--- src/hdl/request_router_pkg.sv ---
// request router package: register map, field layout, source coding and shared types.
// assumes a 32-bit AXI4-Lite register port and a single system clock.
package request_router_pkg;

  // channel and source counts
  localparam int NUM_CH = 4;
  localparam int NUM_PERIPH = 63;
  localparam int NUM_ALWAYS = 10;
  localparam int NUM_PERIODIC = 2;
  localparam int SRC_W = 7;

  // source coding: 0 selects nothing, then peripheral slots, then always-on slots
  localparam logic [SRC_W-1:0] SRC_PERIPH_FIRST = 7'h01;
  localparam logic [SRC_W-1:0] SRC_ALWAYS_FIRST = 7'h40;
  localparam logic [SRC_W-1:0] SRC_ALWAYS_END = SRC_W'(int'(SRC_ALWAYS_FIRST) + NUM_ALWAYS);

  // register map, byte addresses
  localparam int ADDR_W = 8;
  localparam logic [ADDR_W-1:0] CFG_BASE = 8'h00;
  localparam logic [ADDR_W-1:0] CTL_BASE = 8'h10;
  localparam logic [ADDR_W-1:0] STAT_OFF = 8'h20;
  localparam int CH_LSB = 2;

  // field positions and byte lanes
  localparam int CFG_EN_BIT = 31;
  localparam int CFG_PER_BIT = 30;
  localparam int CFG_FLAG_LANE = 3;
  localparam int CFG_SRC_LANE = 0;
  localparam int CTL_START_BIT = 0;
  localparam int CTL_START_LANE = 0;

  // bus answers
  localparam logic [1:0] RESP_OKAY = 2'h0;
  localparam logic [1:0] RESP_SLVERR = 2'h2;

  typedef struct packed {
    logic enable;
    logic periodic;
    logic [SRC_W-1:0] source;
  } cfg_t;

  localparam cfg_t CFG_RESET = '{enable: 1'b0, periodic: 1'b0, source: 7'h00};

  // trigger modes, gray along off -> normal -> periodic
  typedef enum logic [1:0] {
    MODE_OFF = 2'h0,
    MODE_NORMAL = 2'h1,
    MODE_PERIODIC = 2'h3
  } mode_t;

  typedef enum logic {
    BUS_IDLE = 1'b0,
    BUS_RESP = 1'b1
  } bus_state_t;

  typedef enum logic [1:0] {
    DEC_NONE = 2'h0,
    DEC_CFG = 2'h1,
    DEC_CTL = 2'h3,
    DEC_STAT = 2'h2
  } dec_kind_t;

  typedef struct packed {
    dec_kind_t kind;
    logic [1:0] ch;
  } dec_t;

  // level of the selected source; unused codes give no request
  function automatic logic src_level(input logic [SRC_W-1:0] src,
                                     input logic [NUM_PERIPH-1:0] periph);
    logic lvl;
    logic [5:0] idx;
    lvl = 1'b0;
    idx = 6'(src - SRC_PERIPH_FIRST);
    if (src >= SRC_PERIPH_FIRST && src < SRC_ALWAYS_FIRST) begin
      lvl = periph[idx];
    end else if (src >= SRC_ALWAYS_FIRST && src < SRC_ALWAYS_END) begin
      lvl = 1'b1;
    end
    return lvl;
  endfunction

endpackage

--- src/hdl/route_channel.sv ---
// route_channel: source select and trigger mode gating for one channel.
// assumes cfg comes from registers; output is combinational, the caller registers it.
`timescale 1ns/10ps
module route_channel #(
  parameter bit PERIODIC_OK = 1'b0
) (
  input request_router_pkg::cfg_t cfg,
  input wire logic [request_router_pkg::NUM_PERIPH-1:0] periph_req,
  input wire logic tick,
  output logic req
);

  request_router_pkg::mode_t mode;
  logic src_lvl;

  // periodic bit is ignored on channels built without the gate
  always_comb begin
    src_lvl = request_router_pkg::src_level(cfg.source, periph_req);
    if (!cfg.enable) begin
      mode = request_router_pkg::MODE_OFF;
    end else if (cfg.periodic && PERIODIC_OK) begin
      mode = request_router_pkg::MODE_PERIODIC;
    end else begin
      mode = request_router_pkg::MODE_NORMAL;
    end
    case (mode)
      request_router_pkg::MODE_OFF: req = 1'b0;
      request_router_pkg::MODE_NORMAL: req = src_lvl;
      request_router_pkg::MODE_PERIODIC: req = src_lvl & tick;
      default: req = 1'b0;
    endcase
  end

endmodule

--- src/hdl/request_router.sv ---
// request_router: routes peripheral and always-on requests to dma channels,
// with per-channel trigger mode and a software start pulse, behind AXI4-Lite.
// assumes one clock clk_sys at 125 MHz and request inputs synchronous to it.
//
// Decided for this implementation: the register offsets and register access over AXI4-Lite.
`timescale 1ns/10ps
// Contract
// - each of 4 channels can take any of 63 peripheral or 10 always-on slots
// - each channel holds a source select field and applies its own trigger mode
// - disabled mode routes no request and keeps the channel off; here a start write still pulses dma_start on a disabled channel
// - after reset all channels are disabled, no request reaches any channel
// - normal mode passes the selected request straight through ungated
// - periodic mode exists on channels 0 and 1 only
// - periodic mode requests only while source and timer tick are both active
// - ten always-asserted sources give timer-only requests in periodic mode
// - writing the start bit in channel control starts that channel's transfer
// - writing zero to a channel configuration disables its routing
module request_router (
  input wire logic clk_sys,
  input wire logic nrst,
  input wire logic [request_router_pkg::ADDR_W-1:0] s_axi_awaddr,
  input wire logic s_axi_awvalid,
  output logic s_axi_awready,
  input wire logic [31:0] s_axi_wdata,
  input wire logic [3:0] s_axi_wstrb,
  input wire logic s_axi_wvalid,
  output logic s_axi_wready,
  output logic [1:0] s_axi_bresp,
  output logic s_axi_bvalid,
  input wire logic s_axi_bready,
  input wire logic [request_router_pkg::ADDR_W-1:0] s_axi_araddr,
  input wire logic s_axi_arvalid,
  output logic s_axi_arready,
  output logic [31:0] s_axi_rdata,
  output logic [1:0] s_axi_rresp,
  output logic s_axi_rvalid,
  input wire logic s_axi_rready,
  input wire logic [request_router_pkg::NUM_PERIPH-1:0] periph_req,
  input wire logic [request_router_pkg::NUM_PERIODIC-1:0] tick_trig,
  output logic [request_router_pkg::NUM_CH-1:0] dma_req,
  output logic [request_router_pkg::NUM_CH-1:0] dma_start
);

  localparam int NCH = request_router_pkg::NUM_CH;

  // address decode shared by the read and write paths
  function automatic request_router_pkg::dec_t decode(
      input logic [request_router_pkg::ADDR_W-1:0] a);
    request_router_pkg::dec_t d;
    d.kind = request_router_pkg::DEC_NONE;
    d.ch = a[request_router_pkg::CH_LSB +: 2];
    if (a[1:0] != 2'h0) begin
      d.kind = request_router_pkg::DEC_NONE;
    end else if (a < request_router_pkg::CTL_BASE) begin
      d.kind = request_router_pkg::DEC_CFG;
    end else if (a < request_router_pkg::STAT_OFF) begin
      d.kind = request_router_pkg::DEC_CTL;
    end else if (a == request_router_pkg::STAT_OFF) begin
      d.kind = request_router_pkg::DEC_STAT;
    end
    return d;
  endfunction

  ////////////////////////////////////////////////////////////////////////////////
  // write path and configuration state

  request_router_pkg::bus_state_t wstate_r, wstate_nxt;
  logic aw_held_r, aw_held_nxt, w_held_r, w_held_nxt;
  logic [request_router_pkg::ADDR_W-1:0] aw_addr_r, aw_addr_nxt, wr_addr;
  logic [31:0] w_data_r, w_data_nxt, wr_data;
  logic [3:0] w_strb_r, w_strb_nxt, wr_strb;
  logic [1:0] bresp_r, bresp_nxt;
  logic wr_fire;
  request_router_pkg::dec_t wdec;
  request_router_pkg::cfg_t cfg_r [NCH];
  request_router_pkg::cfg_t cfg_nxt [NCH];
  logic [NCH-1:0] start_r, start_nxt;

  // address and data are caught separately so either may come first
  assign s_axi_awready = (wstate_r == request_router_pkg::BUS_IDLE) && !aw_held_r;
  assign s_axi_wready = (wstate_r == request_router_pkg::BUS_IDLE) && !w_held_r;
  assign wr_addr = aw_held_r ? aw_addr_r : s_axi_awaddr;
  assign wr_data = w_held_r ? w_data_r : s_axi_wdata;
  assign wr_strb = w_held_r ? w_strb_r : s_axi_wstrb;
  assign wr_fire = (wstate_r == request_router_pkg::BUS_IDLE)
                   && (aw_held_r || s_axi_awvalid) && (w_held_r || s_axi_wvalid);
  assign wdec = decode(wr_addr);

  // next state of the write channel, configuration and start pulses
  always_comb begin
    wstate_nxt = wstate_r;
    aw_held_nxt = aw_held_r;
    aw_addr_nxt = aw_addr_r;
    w_held_nxt = w_held_r;
    w_data_nxt = w_data_r;
    w_strb_nxt = w_strb_r;
    bresp_nxt = bresp_r;
    cfg_nxt = cfg_r;
    start_nxt = '0; // start is a pulse, it never reads back
    if (wstate_r == request_router_pkg::BUS_IDLE) begin
      if (wr_fire) begin
        wstate_nxt = request_router_pkg::BUS_RESP;
        aw_held_nxt = 1'b0;
        w_held_nxt = 1'b0;
        bresp_nxt = (wdec.kind == request_router_pkg::DEC_NONE) ?
                    request_router_pkg::RESP_SLVERR : request_router_pkg::RESP_OKAY;
        if (wdec.kind == request_router_pkg::DEC_CFG) begin
          if (wr_strb[request_router_pkg::CFG_FLAG_LANE]) begin
            cfg_nxt[wdec.ch].enable = wr_data[request_router_pkg::CFG_EN_BIT];
            cfg_nxt[wdec.ch].periodic = wr_data[request_router_pkg::CFG_PER_BIT]
                && (int'(wdec.ch) < request_router_pkg::NUM_PERIODIC);
          end
          if (wr_strb[request_router_pkg::CFG_SRC_LANE]) begin
            cfg_nxt[wdec.ch].source = wr_data[request_router_pkg::SRC_W-1:0];
          end
        end
        if (wdec.kind == request_router_pkg::DEC_CTL
            && wr_strb[request_router_pkg::CTL_START_LANE]
            && wr_data[request_router_pkg::CTL_START_BIT]) begin
          start_nxt[wdec.ch] = 1'b1;
        end
      end else begin
        if (s_axi_awvalid && !aw_held_r) begin
          aw_held_nxt = 1'b1;
          aw_addr_nxt = s_axi_awaddr;
        end
        if (s_axi_wvalid && !w_held_r) begin
          w_held_nxt = 1'b1;
          w_data_nxt = s_axi_wdata;
          w_strb_nxt = s_axi_wstrb;
        end
      end
    end else if (s_axi_bready) begin
      wstate_nxt = request_router_pkg::BUS_IDLE;
    end
  end

  // all channels come out of reset disabled
  always_ff @(posedge clk_sys or negedge nrst) begin
    if (!nrst) begin
      wstate_r <= request_router_pkg::BUS_IDLE;
      aw_held_r <= 1'b0;
      aw_addr_r <= '0;
      w_held_r <= 1'b0;
      w_data_r <= '0;
      w_strb_r <= '0;
      bresp_r <= request_router_pkg::RESP_OKAY;
      cfg_r <= '{default: request_router_pkg::CFG_RESET};
      start_r <= '0;
    end else begin
      wstate_r <= wstate_nxt;
      aw_held_r <= aw_held_nxt;
      aw_addr_r <= aw_addr_nxt;
      w_held_r <= w_held_nxt;
      w_data_r <= w_data_nxt;
      w_strb_r <= w_strb_nxt;
      bresp_r <= bresp_nxt;
      cfg_r <= cfg_nxt;
      start_r <= start_nxt;
    end
  end

  assign s_axi_bvalid = (wstate_r == request_router_pkg::BUS_RESP);
  assign s_axi_bresp = bresp_r;

  ////////////////////////////////////////////////////////////////////////////////
  // request routing, one slice per channel

  logic [NCH-1:0] req_r, req_nxt;

  generate
    for (genvar i = 0; i < NCH; i++) begin : g_ch
      if (i < request_router_pkg::NUM_PERIODIC) begin : g_per
        route_channel #(.PERIODIC_OK(1'b1)) u_route (
          .cfg(cfg_r[i]),
          .periph_req(periph_req),
          .tick(tick_trig[i]),
          .req(req_nxt[i])
        );
      end else begin : g_plain
        route_channel #(.PERIODIC_OK(1'b0)) u_route (
          .cfg(cfg_r[i]),
          .periph_req(periph_req),
          .tick(1'b0),
          .req(req_nxt[i])
        );
      end
    end
  endgenerate

  // one register stage keeps the request outputs glitch free
  always_ff @(posedge clk_sys or negedge nrst) begin
    if (!nrst) begin
      req_r <= '0;
    end else begin
      req_r <= req_nxt;
    end
  end

  assign dma_req = req_r;
  assign dma_start = start_r;

  ////////////////////////////////////////////////////////////////////////////////
  // read path

  request_router_pkg::bus_state_t rstate_r, rstate_nxt;
  logic [31:0] rdata_r, rdata_nxt;
  logic [1:0] rresp_r, rresp_nxt;
  request_router_pkg::dec_t rdec;

  assign s_axi_arready = (rstate_r == request_router_pkg::BUS_IDLE);
  assign rdec = decode(s_axi_araddr);

  // data is sampled at the address handshake and held until rready
  always_comb begin
    rstate_nxt = rstate_r;
    rdata_nxt = rdata_r;
    rresp_nxt = rresp_r;
    if (rstate_r == request_router_pkg::BUS_IDLE) begin
      if (s_axi_arvalid) begin
        rstate_nxt = request_router_pkg::BUS_RESP;
        rdata_nxt = '0;
        rresp_nxt = request_router_pkg::RESP_OKAY;
        case (rdec.kind)
          request_router_pkg::DEC_CFG: begin
            rdata_nxt[request_router_pkg::CFG_EN_BIT] = cfg_r[rdec.ch].enable;
            rdata_nxt[request_router_pkg::CFG_PER_BIT] = cfg_r[rdec.ch].periodic;
            rdata_nxt[request_router_pkg::SRC_W-1:0] = cfg_r[rdec.ch].source;
          end
          request_router_pkg::DEC_CTL: rdata_nxt = '0;
          request_router_pkg::DEC_STAT: rdata_nxt[NCH-1:0] = req_r;
          default: rresp_nxt = request_router_pkg::RESP_SLVERR;
        endcase
      end
    end else if (s_axi_rready) begin
      rstate_nxt = request_router_pkg::BUS_IDLE;
    end
  end

  always_ff @(posedge clk_sys or negedge nrst) begin
    if (!nrst) begin
      rstate_r <= request_router_pkg::BUS_IDLE;
      rdata_r <= '0;
      rresp_r <= request_router_pkg::RESP_OKAY;
    end else begin
      rstate_r <= rstate_nxt;
      rdata_r <= rdata_nxt;
      rresp_r <= rresp_nxt;
    end
  end

  assign s_axi_rvalid = (rstate_r == request_router_pkg::BUS_RESP);
  assign s_axi_rdata = rdata_r;
  assign s_axi_rresp = rresp_r;

  ////////////////////////////////////////////////////////////////////////////////
  // checks

  logic post_rst_r;

  // marks the first cycle after reset release
  always_ff @(posedge clk_sys or negedge nrst) begin
    if (!nrst) begin
      post_rst_r <= 1'b0;
    end else begin
      post_rst_r <= 1'b1;
    end
  end

  generate
    for (genvar i = 0; i < NCH; i++) begin : g_chk

      if (i < request_router_pkg::NUM_PERIODIC) begin : g_pchk

      end else begin : g_nchk

      end
    end
  endgenerate
endmodule

--- config.mk ---
export PLATFORM = sky130hd
export DESIGN_NAME = request_router
export DESIGN_NICKNAME = d
export VERILOG_FILES = /design/src/hdl/request_router_pkg.sv /design/src/hdl/route_channel.sv /design/src/hdl/request_router.sv
export SDC_FILE = /design/constraint.sdc
export NUM_CORES = 1
export LEC_CHECK = 0
export BUFFER_PORTS_ARGS = -buffer_cell sky130_fd_sc_hd__buf_2
export CORE_AREA = 2 2 114 116
export DETAILED_ROUTE_END_ITERATION = 8
export DIE_AREA = 0 0 116 118
export GPL_TIMING_DRIVEN = 0
export PLACE_DENSITY = 0.8
export SYNTH_ARGS = -nofsm -noshare
export SYNTH_HDL_FRONTEND = slang
export SYNTH_SLANG_ARGS = --single-unit
--- constraint.sdc ---
create_clock -name clk_sys -period 3.58 [get_ports clk_sys]
set_input_delay 0.895 -clock clk_sys [delete_from_list [all_inputs] [get_ports clk_sys]]
set_output_delay 0.895 -clock clk_sys [all_outputs]
set_load 0.02 [all_outputs]
==> flow_summary.ini <==
[timing]
fin_skew_ns = 0.00945
min_period_ns = 3.42
setup_slack_ns = 0.162
finalHoldViolations = 0
max_freq_mhz = 293
maxSlewViolCount = 0
hold_ws_ns = 0.481
slew_headroom_pct = 46.6
finalSetupViolCount = 0
finalCritPeriodShare_pct = 95.5
rsz0062_at_grt = no
worst_slew_pin_slew_ns = 0.801

[global_routing]
grt_pass1_vias = 5539
grt_max_degree = 49
grt_usage_pct = 26.6
grt_pass1_wl_mm = 28.3
overflow = 0
antenna_found_initial = 0

[cells_and_area]
area_delta_synth_final_pct = 19.6
final_cell_mix = 129 x buf_2, 77 x dfrtp_1, 73 x mux4_2
drive_gt1_share_pct = 45.9
layout.nets = 864
fin_area_um2 = 7820
diodes = 0
final_common_cell = buf_2
final_util_pct = 63.0
fin_cells = 906

[clock_tree]
cts_inserted_buffers = 9
cts.sink_count = 78
cts.clk_slew.worst_paths_ns = 0.06
h-tree-depth = 3
cts_hold_buf = 0
root_buffer = clkbuf_16
post-cts-setup-buffers = 0
clockBufferDepth = 2
cts_tree = yes
clk_latency_ns = 0.33

[yosys]
synth_edf_count = 0
yosysTopAreaCell = dfrtp_1
synth_warnings = 0
ys.flop_type = dfrtp_1
synth.top_cell.area_share_pct = 29.8
synth.cell_area_um2 = 6540
syn_avg_cell_area_um2 = 11.3
synth_area_leaders = dfrtp_1 30%, mux4_2 25%, mux2_2 11%
synthArstFlopShare_pct = 100
yosys_register_bits = 78
synth.distinct_cells = 56
syn_inst = 577
synth.yosys.seq_area_share_pct = 29.8

[floorplan]
coreArea_um2 = 12400
start_util_pct = 52.7
die_h_um = 118
die_w_um = 116
row_count = 41
ioPinCount = 173
die-area_um2 = 13700

[setup_path]
crit_buf_inv = 4
cp.arrival_ns = 3.61
endpoint_kind = flip-flop
slowest_stage = mux4_2
cp.required_ns = 3.78
max_stage_delay_ns = 0.51
worst-path-max-fanout = 10
path_cells = buf_2 -> buf_4 -> inv_1 -> ha_2 -> clkbuf_2 -> mux4_2 -> mux4_2 -> nor2b_1 -> a211oi_1 -> a211oi_1
start_kind = flip-flop
crit_type = flip-flop to flip-flop
rrSetupSlack_ns = 0.16
critPathTopFamily = buffers and inverters

[drt]
vias = 5578
dr.pass1.iters = 5
drcViolationCount = 0
via_per_inst = 6.16
routed_wl_mm = 18.2
wl_per_cell_um = 20.1
ant_nets = 0
drt_iter0_drc = 603

[min_path]
worstHoldPathType = flip-flop to flip-flop

[pwr]
p_per_area_nw_per_um2 = 564
ir_drop_mv = 0.364
p_leak_nw = 3.45

[place]
dpl_cell_area_um2 = 7480
dpl.cell_count = 894
hpwl_mm = 14.1
gp_congestion = 0.966
dp_slack_ns = -0.474
portBuffers = 120

[outcome]
outcome = finished clean

[run]
maxCapViolations = 0
==> per-stage QoR <==
| step | power [mW] | setup TNS [ns] |
|---|---|---|
| 2_1_floorplan | 2.78 | 0 |
| 6_report | 4.41 | 0 |
| 4_1_cts | 4.36 | 0 |
| 5_1_grt | 4.62 | 0 |
| 3_3_place_gp | 3.30 | -0.805 |
| 3_5_place_dp | 3.39 | -1.16 |
==> final timing paths <==
kind                                 from              to  cells past startpoint
setup reg to reg                cfg_r[27]      dma_req[0]                     10
hold reg to reg            s_axi_rdata[5]  s_axi_rdata[5]                      2
min in group asynchronous            nrst     w_data_r[3]                      1
hold / removal             s_axi_rdata[5]  s_axi_rdata[5]                      2
max in group asynchronous            nrst       cfg_r[18]                      2
setup / recovery                cfg_r[27]      dma_req[0]                     10
==> worst reg2reg max path: cells and delay by family (launching register included) <==
family / cells / cell delay (ns)
buffers and inverters: 4 / 1.07
multiplexers: 2 / 0.86
adder cells (fa/ha/maj): 1 / 0.47
AO/OA/AOI/OAI: 2 / 0.37
flip-flops: 1 / 0.36
AND/OR/NAND/NOR: 1 / 0.15
==> sequential cells by signal (all words and copies together), names as in the netlist <==
name          cells
s_axi_rresp       1
aw_addr_r         8
s_axi_bvalid      1
s_axi_rdata       9
dma_start         4
w_strb_r          2
w_data_r          9
s_axi_rvalid      1
aw_held_r         1
dma_req           4
w_held_r          1
cfg_r            36
s_axi_bresp       1
==> power breakdown <==
part           total, mW  internal [mW]  switching, mW
clock              0.960          0.584          0.376
sequential          1.20           1.07          0.136
combinational       2.25           1.03           1.22
total               4.41           2.68           1.74
==> cell type report <==
type	instances	area, um^2
repair buffers	121	631
plain buffers	61	367
inverters	24	90.1
clock buffers	11	253
flip-flops and latches	78	1950
fillers	967	4590
multi-input cells	434	4250
clock inverters	5	63.8
well taps	172	215
==> metal layers <==
layer  GRT usage (%)  share of wire (%)  up-vias
met1            34.5                 38     2712
met3            6.23                 11       44
met5               0                  0        -
met2            44.7                 49      372
met4            7.37                2.3        0
li1                -                  -     2450
==> what timing repair did <==
item | CTS | global route
gates cloned | 0 | 0
gates resized for setup | 7 | 7
endpoints found under the setup margin | 4 | 4
==> cell usage after synthesis, types with 3 or more instances <==
cell type	count
nor3_1	12
o22ai_1	4
clkbuf_1	26
buf_4	26
dfrtp_1	78
a22oi_1	5
xor2_2	3
a211oi_1	3
nor4_1	3
xnor2_1	6
nand4_1	14
xor2_1	6
nand3_1	5
or3_1	4
mux2i_1	15
inv_1	24
a21oi_1	10
nand3b_1	3
nor3b_1	3
buf_2	11
o21ai_0	26
nor2b_1	5
mux2_2	63
nor2_1	40
nand2_1	48
ha_1	11
o211ai_1	4
nor2_8	4
a31oi_1	4
mux4_2	73
==> cells by family (layout without fill, tap and decap cells) <==
logic type	after synthesis	count (layout)	share of synthesized area [%]
buffers and inverters	89	222	7.04
AND/OR/NAND/NOR	152	152	12.1
other	1	25	0.0573
adder cells (fa/ha/maj)	11	11	2.10
flip-flops	78	78	29.8
multiplexers	152	152	38.4
AO/OA/AOI/OAI	79	79	8.07
XOR/XNOR	15	15	2.35
Note: power is estimated with default switching activity, not from simulation.
